### src/common/sccs_regs.svh
`ifndef SCCS_REGS_SVH
`define SCCS_REGS_SVH
`define SCCS_CLK_HZ      40000000
`define SCCS_OSC_LOW_HZ  128000
`define SCCS_OSC_HIGH_HZ 2560000
`define SCCS_POR_TICKS   1024
`define SCCS_ACT_TICKS   384
`define SCCS_T_UNIT      64
`define SCCS_IO_AT       (17 * `SCCS_T_UNIT / 2)
`define SCCS_RST_AT      (23 * `SCCS_T_UNIT / 2)
`define SCCS_DR_RST      (3 * `SCCS_T_UNIT / 64)
`define SCCS_DR_CLK      (`SCCS_DR_RST + `SCCS_T_UNIT / 2)
`define SCCS_DR_IO       (`SCCS_DR_RST + `SCCS_T_UNIT)
`define SCCS_DR_VCC      (`SCCS_DR_RST + 3 * `SCCS_T_UNIT / 2)
`define SCCS_DEB_TICKS   640
`define SCCS_VCC5_MS     30
`define SCCS_VCC3_MS     15
`define SCCS_OC_MS       2
`define SCCS_DET_TICKS   4
`define SCCS_DET_EDGES   8
`define SCCS_SEL_DELAY   10
`define SCCS_IO_TD_NS    500
`define SCCS_IO_PU_NS    200
`define SCCS_MS_TICKS(ms) ((ms) * `SCCS_OSC_LOW_HZ / 1000)
`define SCCS_NS_CYC(ns)  (((ns) * (`SCCS_CLK_HZ / 1000000) + 999) / 1000)
`endif

### src/common/sccs_pkg.sv
package sccs_pkg;
  // session sequencer states, one-hot
  typedef enum logic [5:0] {
    SCCS_POR    = 6'h01,
    SCCS_SHUT   = 6'h02,
    SCCS_ARM    = 6'h04,
    SCCS_RAMP   = 6'h08,
    SCCS_ACTIVE = 6'h10,
    SCCS_DEACT  = 6'h20
  } sccs_seq_t;
  // io repeater states, one-hot
  typedef enum logic [3:0] {
    SCCS_IO_IDLE  = 4'h1,
    SCCS_IO_DELAY = 4'h2,
    SCCS_IO_DRIVE = 4'h4,
    SCCS_IO_PU    = 4'h8
  } sccs_io_t;
  // card clock ratio, one-hot
  typedef enum logic [2:0] {
    SCCS_DIV1 = 3'h1,
    SCCS_DIV2 = 3'h2,
    SCCS_DIV4 = 3'h4
  } sccs_div_t;
endpackage

### src/sccs_clk_div.sv
`timescale 1ns/1ps
`include "sccs_regs.svh"
module sccs_clk_div import sccs_pkg::*; #(
  parameter bit FAST_VARIANT = 1'h0  // low select gives undivided clock
) (
  input  wire logic clk_sys,
  input  wire logic srst,
  input  wire logic ref_rise,        // synchronised input clock rising
  input  wire logic ref_fall,        // synchronised input clock falling
  input  wire logic divide_select,   // synchronised select level
  input  wire logic run,             // clock applied to the card
  output logic      card_clk
);
  // ****************************************
  // ratio selection
  // ****************************************
  logic [3:0] sel_cnt;               // input clocks since select moved
  logic       sel_seen;              // last sampled select
  logic       sel_eff;               // select after the settle delay
  sccs_div_t  mode;                  // ratio in force
  logic       ph;                    // divide-by-four phase
  wire sccs_div_t want = sel_eff ? SCCS_DIV2 : (FAST_VARIANT ? SCCS_DIV1 : SCCS_DIV4);
  // a change only counts once it has held for the settle delay
  always_ff @(posedge clk_sys) begin
    if (srst) begin
      sel_cnt  <= 4'h0;
      sel_seen <= 1'h1;
      sel_eff  <= 1'h1;
    end else if (divide_select != sel_seen) begin
      sel_seen <= divide_select;
      sel_cnt  <= 4'h0;
    end else if (ref_rise && sel_eff != sel_seen) begin
      if (sel_cnt == 4'(`SCCS_SEL_DELAY - 1)) begin
        sel_eff <= sel_seen;
      end
      sel_cnt <= sel_cnt + 4'h1;
    end
  end
  // ****************************************
  // output generation
  // ****************************************
  // switching only after a complete low phase keeps every pulse whole
  wire boundary = ~card_clk && (mode != SCCS_DIV4 || ph);
  always_ff @(posedge clk_sys) begin
    if (srst || !run) begin
      card_clk <= 1'h0;
      ph       <= 1'h0;
      mode     <= want;
    end else if (ref_rise && boundary) begin
      mode     <= want;
      card_clk <= 1'h1;
      ph       <= 1'h0;
    end else if (ref_rise) begin
      // even counts of input edges give a balanced duty cycle
      if (mode == SCCS_DIV2) begin
        card_clk <= ~card_clk;
      end else if (mode == SCCS_DIV4) begin
        ph <= ~ph;
        if (ph) begin
          card_clk <= ~card_clk;
        end
      end
    end else if (ref_fall && mode == SCCS_DIV1) begin
      card_clk <= 1'h0;
    end
  end
endmodule // sccs_clk_div

### src/sccs_sequencer.sv
`timescale 1ns/1ps
`include "sccs_regs.svh"
module sccs_sequencer import sccs_pkg::*; #(
  parameter int LOW_DIV      = `SCCS_CLK_HZ / `SCCS_OSC_LOW_HZ,
  parameter int HIGH_DIV     = `SCCS_CLK_HZ / `SCCS_OSC_HIGH_HZ,
  parameter bit FAST_VARIANT = 1'h0
) (
  input  wire logic clk_sys,
  input  wire logic srst,
  input  wire logic logic_supply_ok,
  input  wire logic regulator_input_supply_ok,
  input  wire logic host_interface_supply_ok,
  input  wire logic overcurrent_raw,
  input  wire logic overtemp_raw,
  input  wire logic session_command_n,
  input  wire logic card_present_n,
  input  wire logic host_card_reset_in,
  input  wire logic card_clock_divide_select,
  input  wire logic ref_clock_in,
  input  wire logic host_side_io_i,
  output logic      host_side_io_o,
  output logic      host_side_io_oe,
  input  wire logic card_io_i,
  output logic      card_io_o,
  output logic      card_io_oe,
  output logic      card_vcc_en,
  output logic      card_vcc_5v,
  output logic      card_rst,
  output logic      card_clk,
  output logic      osc_high_mode,
  output logic      crystal_osc_en,
  output logic      fault_presence_out_n,
  output logic      session_active
);
  // ****************************************
  // input synchronisers
  // ****************************************
  localparam int NIN = 11;
  logic [NIN-1:0] sync1;             // first stage, read by sync2 only
  logic [NIN-1:0] sync2;             // stable copies
  wire  [NIN-1:0] raw_in = {logic_supply_ok, regulator_input_supply_ok,
                            host_interface_supply_ok, overcurrent_raw, overtemp_raw,
                            session_command_n, card_present_n, host_card_reset_in,
                            card_clock_divide_select, ref_clock_in, host_side_io_i};
  // every pin passes two flops, the monitors too
  // host io stage resets to its idle high level so no false edge follows reset
  always_ff @(posedge clk_sys) begin
    if (srst) begin
      sync1 <= NIN'(1);
      sync2 <= NIN'(1);
    end else begin
      sync1 <= raw_in;
      sync2 <= sync1;
    end
  end
  wire s_logic_ok = sync2[10];
  wire s_regulator_input_supply_ok  = sync2[9];
  wire s_intf_ok  = sync2[8];
  wire s_oc       = sync2[7];
  wire s_otemp    = sync2[6];
  wire s_cmd_n    = sync2[5];
  wire s_pres_n   = sync2[4];
  wire s_hrst     = sync2[3];
  wire s_dsel     = sync2[2];
  wire s_ref      = sync2[1];
  wire s_host_io  = sync2[0];
  // card io sampled separately, its pin is not always ours
  logic card_io_s1;                  // first stage
  logic card_io_s2;                  // stable copy
  always_ff @(posedge clk_sys) begin
    if (srst) begin
      card_io_s1 <= 1'h1;
      card_io_s2 <= 1'h1;
    end else begin
      card_io_s1 <= card_io_i;
      card_io_s2 <= card_io_s1;
    end
  end
  // ****************************************
  // edge detection
  // ****************************************
  logic cmd_q;                       // delayed command
  logic ref_q;                       // delayed input clock
  logic host_io_q;                   // delayed host io
  logic card_io_q;                   // delayed card io
  always_ff @(posedge clk_sys) begin
    if (srst) begin
      cmd_q     <= 1'h0;
      ref_q     <= 1'h0;
      host_io_q <= 1'h1;
      card_io_q <= 1'h1;
    end else begin
      cmd_q     <= s_cmd_n;
      ref_q     <= s_ref;
      host_io_q <= s_host_io;
      card_io_q <= card_io_s2;
    end
  end
  wire cmd_fall  = cmd_q & ~s_cmd_n;
  wire ref_rise  = ~ref_q & s_ref;
  wire ref_fall  = ref_q & ~s_ref;
  wire host_fall = host_io_q & ~s_host_io;
  wire card_fall = card_io_q & ~card_io_s2;
  // ****************************************
  // oscillator tick enables
  // ****************************************
  // both rates always tick; the high rate is only used while the mode says so
  logic [15:0] low_cnt;              // low-rate divider
  logic [15:0] high_cnt;             // high-rate divider
  wire low_tick  = (low_cnt == 16'(LOW_DIV - 1));
  wire high_tick = (high_cnt == 16'(HIGH_DIV - 1));
  always_ff @(posedge clk_sys) begin
    if (srst || low_tick) begin
      low_cnt <= 16'h0;
    end else begin
      low_cnt <= low_cnt + 16'h1;
    end
  end
  always_ff @(posedge clk_sys) begin
    if (srst || high_tick) begin
      high_cnt <= 16'h0;
    end else begin
      high_cnt <= high_cnt + 16'h1;
    end
  end
  // count compare shared by the count-up timers; the detection window counts down and tests for one
  function automatic logic reached(input logic [15:0] c, input int n);
    return c >= 16'(n);
  endfunction
  // ****************************************
  // presence debounce
  // ****************************************
  logic [15:0] deb_cnt;              // stable-low ticks
  logic        pres_deb;             // debounced card present
  always_ff @(posedge clk_sys) begin
    if (srst || s_pres_n) begin
      deb_cnt  <= 16'h0;
      pres_deb <= 1'h0;
    end else if (low_tick && !pres_deb) begin
      deb_cnt <= deb_cnt + 16'h1;
      if (reached(deb_cnt, `SCCS_DEB_TICKS - 1)) begin
        pres_deb <= 1'h1;
      end
    end
  end
  // ****************************************
  // overcurrent filter
  // ****************************************
  // spikes shorter than the window are let through on purpose
  logic [15:0] oc_cnt;               // overload ticks
  wire oc_flt = reached(oc_cnt, `SCCS_MS_TICKS(`SCCS_OC_MS));
  always_ff @(posedge clk_sys) begin
    if (srst || !s_oc) begin
      oc_cnt <= 16'h0;
    end else if (low_tick && !oc_flt) begin
      oc_cnt <= oc_cnt + 16'h1;
    end
  end
  // ****************************************
  // card supply voltage choice
  // ****************************************
  logic [15:0] hi_cnt;               // ticks with command high
  always_ff @(posedge clk_sys) begin
    if (srst || !s_cmd_n) begin
      hi_cnt <= 16'h0;
    end else if (low_tick && !reached(hi_cnt, `SCCS_MS_TICKS(`SCCS_VCC5_MS))) begin
      hi_cnt <= hi_cnt + 16'h1;
    end
  end
  // between the two limits the last choice is kept
  always_ff @(posedge clk_sys) begin
    if (srst) begin
      card_vcc_5v <= 1'h0;
    end else if (cmd_fall && reached(hi_cnt, `SCCS_MS_TICKS(`SCCS_VCC5_MS))) begin
      card_vcc_5v <= 1'h1;
    end else if (cmd_fall && !reached(hi_cnt, `SCCS_MS_TICKS(`SCCS_VCC3_MS))) begin
      card_vcc_5v <= 1'h0;
    end
  end
  // ****************************************
  // clock source detection
  // ****************************************
  // only as good as the host: the clock must be running before the fall
  logic [3:0] det_ticks;             // window left
  logic [7:0] det_edges;             // input clock edges seen
  wire det_busy = (det_ticks != 4'h0);
  always_ff @(posedge clk_sys) begin
    if (srst) begin
      det_ticks      <= 4'h0;
      det_edges      <= 8'h0;
      crystal_osc_en <= 1'h0;
    end else if (cmd_fall) begin
      det_ticks <= 4'(`SCCS_DET_TICKS);
      det_edges <= 8'h0;
    end else if (det_busy) begin
      if (ref_rise && det_edges != 8'hFF) begin
        det_edges <= det_edges + 8'h1;
      end
      if (low_tick) begin
        det_ticks <= det_ticks - 4'h1;
        if (det_ticks == 4'h1) begin
          crystal_osc_en <= (det_edges < 8'(`SCCS_DET_EDGES));
        end
      end
    end
  end
  // ****************************************
  // session sequencer
  // ****************************************
  sccs_seq_t   state;                // sequencer state
  sccs_seq_t   next_state;
  logic [15:0] seq_cnt;              // ticks in current state; RAMP and ACTIVE share one count
  logic        next_clr;             // restart the state timer
  logic        vcc_on;               // card supply on
  logic        io_on;                // card io released
  logic        clk_on;               // card clock running
  logic        rst_en;               // card reset follows host
  logic        fault_latch;          // session fault seen
  logic        fault_presence_out_n_arm;             // command has been high once
  logic        osc_hi;               // fast oscillator wanted
  wire in_sess = (state == SCCS_ARM) || (state == SCCS_RAMP) || (state == SCCS_ACTIVE);
  wire fault = in_sess && (oc_flt || s_otemp || !s_regulator_input_supply_ok || !s_intf_ok
                           || !s_logic_ok || !pres_deb);
  wire seq_tick = (state == SCCS_RAMP || state == SCCS_DEACT) ? high_tick : low_tick;
  // next state; supply loss and faults share the deactivation path
  always_comb begin
    next_state = state;
    next_clr   = 1'h0;
    case (state)
      SCCS_POR: begin
        if (!s_logic_ok) begin
          next_clr = 1'h1;
        end else if (reached(seq_cnt, `SCCS_POR_TICKS)) begin
          next_state = SCCS_SHUT;
          next_clr   = 1'h1;
        end
      end
      SCCS_SHUT: begin
        if (!s_logic_ok) begin
          next_state = SCCS_POR;
          next_clr   = 1'h1;
        end else if (cmd_fall && pres_deb && s_regulator_input_supply_ok && s_intf_ok) begin
          next_state = SCCS_ARM;
          next_clr   = 1'h1;
        end
      end
      SCCS_ARM: begin
        if (fault || s_cmd_n) begin
          next_state = SCCS_DEACT;
          next_clr   = 1'h1;
        end else if (reached(seq_cnt, `SCCS_ACT_TICKS)) begin
          next_state = SCCS_RAMP;
          next_clr   = 1'h1;
        end
      end
      SCCS_RAMP: begin
        if (fault || s_cmd_n) begin
          next_state = SCCS_DEACT;
          next_clr   = 1'h1;
        end else if (reached(seq_cnt, `SCCS_RST_AT)) begin
          next_state = SCCS_ACTIVE;
        end
      end
      SCCS_ACTIVE: begin
        if (fault || s_cmd_n) begin
          next_state = SCCS_DEACT;
          next_clr   = 1'h1;
        end
      end
      SCCS_DEACT: begin
        if (reached(seq_cnt, `SCCS_DR_VCC)) begin
          next_state = SCCS_SHUT;
          next_clr   = 1'h1;
        end
      end
      default: begin
        next_state = SCCS_POR;
        next_clr   = 1'h1;
      end
    endcase
  end
  // state and timer
  always_ff @(posedge clk_sys) begin
    if (srst) begin
      state   <= SCCS_POR;
      seq_cnt <= 16'h0;
    end else begin
      state <= next_state;
      if (next_clr) begin
        seq_cnt <= 16'h0;
      end else if (seq_tick && seq_cnt != 16'hFFFF) begin
        seq_cnt <= seq_cnt + 16'h1;
      end
    end
  end
  // contact enables step up on activation and down on deactivation; a deactivation from ARM switches the supply on until SCCS_DR_VCC
  wire next_vcc_on = (state == SCCS_RAMP) || (state == SCCS_ACTIVE)
                     || (state == SCCS_DEACT && !reached(seq_cnt, `SCCS_DR_VCC));
  wire next_io_on  = (state == SCCS_RAMP && reached(seq_cnt, `SCCS_IO_AT))
                     || (state == SCCS_ACTIVE)
                     || (state == SCCS_DEACT && io_on && !reached(seq_cnt, `SCCS_DR_IO));
  wire next_clk_on = (state == SCCS_RAMP && reached(seq_cnt, `SCCS_IO_AT))
                     || (state == SCCS_ACTIVE)
                     || (state == SCCS_DEACT && clk_on && !reached(seq_cnt, `SCCS_DR_CLK));
  wire next_rst_en = (state == SCCS_ACTIVE)
                     || (state == SCCS_DEACT && rst_en && !reached(seq_cnt, `SCCS_DR_RST));
  // fast rate exactly while the card supply is up, so both move together
  wire next_osc_hi = (state == SCCS_RAMP) || (state == SCCS_ACTIVE)
                     || (state == SCCS_DEACT && !reached(seq_cnt, `SCCS_DR_VCC));
  always_ff @(posedge clk_sys) begin
    if (srst) begin
      vcc_on        <= 1'h0;
      io_on         <= 1'h0;
      clk_on        <= 1'h0;
      rst_en        <= 1'h0;
      osc_hi        <= 1'h0;
    end else begin
      vcc_on        <= next_vcc_on;
      io_on         <= next_io_on;
      clk_on        <= next_clk_on;
      rst_en        <= next_rst_en;
      osc_hi        <= next_osc_hi;
    end
  end
  // card-facing outputs, all low when the sequence is down
  always_ff @(posedge clk_sys) begin
    if (srst) begin
      card_vcc_en    <= 1'h0;
      card_rst       <= 1'h0;
      session_active <= 1'h0;
      osc_high_mode  <= 1'h0;
    end else begin
      card_vcc_en    <= vcc_on;
      osc_high_mode  <= osc_hi;
      card_rst       <= rst_en & s_hrst;
      session_active <= in_sess;
    end
  end
  // ****************************************
  // fault / presence output
  // ****************************************
  // arm not cleared by a supply dip, only by the block reset; the fault latch also clears in shutdown with command high
  always_ff @(posedge clk_sys) begin
    if (srst) begin
      fault_presence_out_n_arm    <= 1'h0;
      fault_latch <= 1'h0;
    end else begin
      if (s_cmd_n) begin
        fault_presence_out_n_arm <= 1'h1;
      end
      if (fault) begin
        fault_latch <= 1'h1;
      end else if (state == SCCS_SHUT && s_cmd_n) begin
        fault_latch <= 1'h0;
      end
    end
  end
  always_ff @(posedge clk_sys) begin
    if (srst) begin
      fault_presence_out_n <= 1'h0;
    end else begin
      fault_presence_out_n <= fault_presence_out_n_arm && pres_deb && !fault_latch && !fault;
    end
  end
  // ****************************************
  // card clock
  // ****************************************
  // input clock is sampled, so it must stay well below half of clk_sys
  sccs_clk_div #(
    .FAST_VARIANT (FAST_VARIANT)
  ) u_div (
    .clk_sys       (clk_sys),
    .srst          (srst),
    .ref_rise      (ref_rise),
    .ref_fall      (ref_fall),
    .divide_select (s_dsel),
    .run           (clk_on),
    .card_clk      (card_clk)
  );
  // ****************************************
  // io repeater
  // ****************************************
  localparam int TD_CYC = `SCCS_NS_CYC(`SCCS_IO_TD_NS);
  localparam int PU_CYC = `SCCS_NS_CYC(`SCCS_IO_PU_NS);
  sccs_io_t   io_st;                 // repeater state
  sccs_io_t   next_io_st;
  logic       master_card;           // card side is master
  logic [7:0] io_cnt;                // delay timer
  wire master_lvl = master_card ? card_io_s2 : s_host_io;
  // the slave side edge is ignored while a transfer runs
  always_comb begin
    next_io_st = io_st;
    case (io_st)
      SCCS_IO_IDLE: begin
        if (io_on && (host_fall || card_fall)) begin
          next_io_st = SCCS_IO_DELAY;
        end
      end
      SCCS_IO_DELAY: begin
        if (reached({8'h0, io_cnt}, TD_CYC - 1)) begin
          next_io_st = SCCS_IO_DRIVE;
        end
      end
      SCCS_IO_DRIVE: begin
        if (master_lvl) begin
          next_io_st = SCCS_IO_PU;
        end
      end
      SCCS_IO_PU: begin
        if (reached({8'h0, io_cnt}, PU_CYC - 1)) begin
          next_io_st = SCCS_IO_IDLE;
        end
      end
      default: begin
        next_io_st = SCCS_IO_IDLE;
      end
    endcase
    if (!io_on) begin
      next_io_st = SCCS_IO_IDLE;
    end
  end
  always_ff @(posedge clk_sys) begin
    if (srst) begin
      io_st       <= SCCS_IO_IDLE;
      master_card <= 1'h0;
      io_cnt      <= 8'h0;
    end else begin
      io_st <= next_io_st;
      if (io_st == SCCS_IO_IDLE) begin
        master_card <= card_fall && !host_fall;
      end
      io_cnt <= (next_io_st != io_st) ? 8'h0 : io_cnt + 8'h1;
    end
  end
  // slave is pulled low during drive, pushed high for the pull-up pulse
  wire drv   = (io_st == SCCS_IO_DRIVE) || (io_st == SCCS_IO_PU);
  wire drv_v = (io_st == SCCS_IO_PU);
  always_ff @(posedge clk_sys) begin
    if (srst) begin
      host_side_io_o  <= 1'h0;
      host_side_io_oe <= 1'h0;
      card_io_o       <= 1'h0;
      card_io_oe      <= 1'h1;
    end else begin
      host_side_io_o  <= drv_v;
      host_side_io_oe <= drv && master_card;
      card_io_o       <= drv_v && io_on;
      card_io_oe      <= !io_on || (drv && !master_card);
    end
  end
endmodule // sccs_sequencer

### config.mk
export PLATFORM = sky130hd
export DESIGN_NAME = sccs_sequencer
export DESIGN_NICKNAME = d
export VERILOG_FILES = /design/src/common/sccs_pkg.sv /design/src/sccs_clk_div.sv /design/src/sccs_sequencer.sv
export VERILOG_INCLUDE_DIRS = /design/src /design/src/common
export SDC_FILE = /design/constraint.sdc
export NUM_CORES = 1
export LEC_CHECK = 0
export BUFFER_PORTS_ARGS = -buffer_cell sky130_fd_sc_hd__clkbuf_2
export CAP_MARGIN = 20
export CORE_ASPECT_RATIO = 0.75
export CORE_MARGIN = 1
export CORE_UTILIZATION = 56
export DETAILED_ROUTE_END_ITERATION = 7
export PLACE_DENSITY = 0.79
export SLEW_MARGIN = 20
export SYNTH_ARGS = -nofsm -noshare
export SYNTH_HDL_FRONTEND = slang
export SYNTH_SLANG_ARGS = --single-unit
export TNS_END_PERCENT = 5
### constraint.sdc
create_clock -name clk_sys -period 2.38 [get_ports clk_sys]
set_input_delay 0.714 -clock clk_sys [delete_from_list [all_inputs] [get_ports clk_sys]]
set_output_delay 0.714 -clock clk_sys [all_outputs]
set_load 0.005 [all_outputs]
==> results.md <==
- Place WS: -51.8 ps
- TritonCTS Buffers: 17
- Cell count after placement: between 1000 and 1500
- Prevailing post-synth register cell: dfxtp_1
- DR WL met3: around 570 µm
- DRC: 0
- Min-delay src: card_io_s1$_SDFF_PP1_
- Hold Path Class: register to register
- Post-DP HPWL: between 10000 and 15000 µm
- Ports: 26
- GP Congestion: 0.825
- Fin util: 66.1%
- WL met2: ~6800 µm
- Ys async rst share: 0%
- Clk root buf: clkbuf_16
- Reg2reg setup slack: -50 ps
- RR Endpoint: seq_cnt[12]$_SDFFE_PP0P_
- Startpoint Class: register
- Leak: roughly 3.4 nW
- Area Overhead vs Synth: 14.4%
- M1 WL: between 7000 and 8000 µm
- Vias/cell: around 5.4
- Hold depth: 1
- Vias in the first global route: roughly 5700
- Post-synthesis cell area: between 0.007 and 0.008 mm²
- Die area: about 0.015 mm²
- Width of the die: between 100 and 150 µm
- Post-synth top area cell: dfxtp_1
- PD cells: approximately 640 mW/mm²
- Max frequency: slightly above 400 MHz
- Core Box Area: 0.0138 mm²
- Worst Setup End Kind: register
- Top-area cell type share of the netlist area: approximately 45%
- Clock Pin Slew Worst Setup and Hold Paths: about 70 ps
- Fill cells: ~1100
- Required @ worst endpoint: about 2700 ps
- Diode count: 0
- Register area share after synthesis: a little under half
- Initial core utilization: 57.7%
- Most frequent cells in the layout: dfxtp_1 (179), nor2_1 (130), nand2_1 (54), nand3_1 (49), xnor2_1 (46)
- Syn avg cell area: about 9.0 µm²
- Max_slew headroom: around three fifths
- Clock sink total: approximately 180
- Layout Nets: slightly below 1000
- R2R cell count: 7
- R2R Path Start: low_cnt[12]$_SDFF_PP0_
- Final WL: roughly 15000 µm
- Syn Nets: between 900 and 1000
- Data arrival time of the worst path: between 2000 and 3000 ps
- Final Setup Violations: 5
- Final TNS setup: -153 ps
- Placed Area: approximately 0.0084 mm²
- Grt total ovfl: 0
- Drt pass-1 iters: 5
- CTS H-tree depth: 4
- Period minus WS final: between 2000 and 2500 ps
- Skew final: slightly below 10 ps
- Worst setup margin: -45.6 ps
- Final non-filler cell total: roughly 1100
- Most common cell after layout, fill and taps aside: dfxtp_1
- Tot GR Track Use: a little over a fifth
- Max FO, Critical Path: 5
- First DRT Iteration DRCs: 456
- Final Hold Vio Count: 0
- Max VDD drop: ~0.47 mV
- EDFF count, synth: 2
- Mapped Cells: 890
- Slew @ Worst Pin: between 600 and 700 ps
- Site Rows: 37
- Die height: 105 µm
- RSZ-0062 raised after global routing: true
- Global-route wire length before repair: between 20000 and 30000 µm
- Fin crit share: 102%
- Yosys Warn Count: 0
- Initial antenna violation count: 0
- Worst skew pair latency: approximately 420 ps
- WHS Endpoint: card_io_s2$_SDFF_PP1_
- Cell area after layout: slightly above 0.009 mm²
- Max Cap Viol: 0
- CTS max path bufs: 2
- Status: complete, but fails checks
- Pins Over Slew Limit: 0
- Layout cells sized above 1: 13.9%
- Flops & latches, synth: approximately 180
- Antenna viol nets, final: 0
- Worst hold margin: slightly above 400 ps
- CTS tree: built
- Port Buf Inserts: 25
- Drt wl/cell: 13.5 µm
- Power Total: around 5.8 mW
- Top post-synthesis cells by area: dfxtp_1 (45%), nor2_1 (6.2%), xnor2_1 (5.1%)
- Crit Path Class: register to register
- Largest net degree at the start of global routing: between 40 and 50
- Uppermost routed layer: met4
- Via Count: around 6000
- Post-CTS Setup Bufs: 0
- Failing checks: negative setup slack
- Unique masters post-synth: a little over 70
-- metal layers --
metal	up-vias	global-route usage (%)
met5	-	0
met4	0	5.81
met3	19	5.22
met2	104	34.5
met1	2802	30.2
li1	3155	-
-- how the worst max path moves through the flow --
stage	start	end	slack, ps	cells after the start
2_1_floorplan	low_cnt[14]$_SDFF_PP0_	seq_cnt[9]$_SDFFE_PP0P_	8	6
3_3_place_gp	low_cnt[14]$_SDFF_PP0_	seq_cnt[5]$_SDFFE_PP0P_	-9	7
3_5_place_dp	low_cnt[14]$_SDFF_PP0_	seq_cnt[12]$_SDFFE_PP0P_	-50	7
4_1_cts	low_cnt[14]$_SDFF_PP0_	seq_cnt[14]$_SDFFE_PP0P_	-10	7
5_1_grt	low_cnt[12]$_SDFF_PP0_	seq_cnt[9]$_SDFFE_PP0P_	-110	6
6_report	low_cnt[12]$_SDFF_PP0_	seq_cnt[12]$_SDFFE_PP0P_	-50	7
-- registers in the layout, summed over array words and instances (netlist names), 2 cells and up --
name,cells
seq_cnt,16
sync2,11
state,6
io_cnt,8
sync1,11
hi_cnt,16
low_cnt,16
u_div.mode,2
io_st,4
det_ticks,4
oc_cnt,16
deb_cnt,16
u_div.sel_cnt,4
high_cnt,16
det_edges,8
-- Yosys cell counts, types with 3 or more instances --
| cell type | count |
|---|---|
| xnor2_1 | 46 |
| o21bai_1 | 3 |
| or3_1 | 15 |
| clkbuf_1 | 29 |
| o21ai_0 | 22 |
| ha_1 | 17 |
| nand3_1 | 49 |
| and4_1 | 3 |
| nor2_2 | 3 |
| or2_2 | 10 |
| nor2_1 | 131 |
| inv_1 | 26 |
| nand2b_1 | 18 |
| o211a_1 | 3 |
| mux2i_1 | 6 |
| o221ai_1 | 3 |
| and3_1 | 16 |
| nand4_1 | 22 |
| or4_1 | 8 |
| and2_1 | 16 |
| nor3_2 | 6 |
| nand2_1 | 54 |
| nor4_1 | 18 |
| nand4b_1 | 3 |
| o211ai_1 | 6 |
| a31oi_1 | 4 |
| nor2b_1 | 36 |
| xor2_1 | 43 |
| nor3_1 | 13 |
| dfxtp_1 | 180 |
| a21oi_1 | 28 |
-- worst max-delay path: stages (launching register included) --
cell,delay (ps)
dfxtp_2,320
or4_4,540
or4b_4,590
mux2_4,340
buf_6,150
nor3_4,120
mux2i_1,210
nor2_1,60
-- layout make-up --
class	count	area, µm²	area share (%)
Multi-Input combinational cell	650	4190	45.9
Sequential cell	182	3660	40.2
Clock buffer	21	460	5.05
Timing Repair Buffer	59	409	4.49
Tap cell	175	219	2.40
Inverter	26	97.6	1.07
Clock inverter	11	77.6	0.851
-- power breakdown --
part / switching [mW] / total (mW) / internal, mW
clock network: 1.16 / 2.55 / 1.39
logic: 0.0995 / 0.173 / 0.0740
registers: 0.0258 / 3.12 / 3.09
total: 1.29 / 5.84 / 4.56
-- what timing repair did --
item | CTS | global route
setup endpoints to repair | 11 | 29
hold buffers | 0 | 0
cloned | 1 | 0
gates resized for setup | 2 | 21
pin swaps | 1 | 14
-- kinds of logic (layout without fill, tap and decap cells) --
group,Yosys count,in the layout,synth area share [%]
mux,7,8,0.942
fa+ha+maj,17,17,2.67
compound gates,93,93,7.54
xor+xnor,89,89,9.78
simple gates,443,443,30.1
buf+inv,59,117,2.97
flops,182,182,46.0
(Power assumes the default switching activity.)
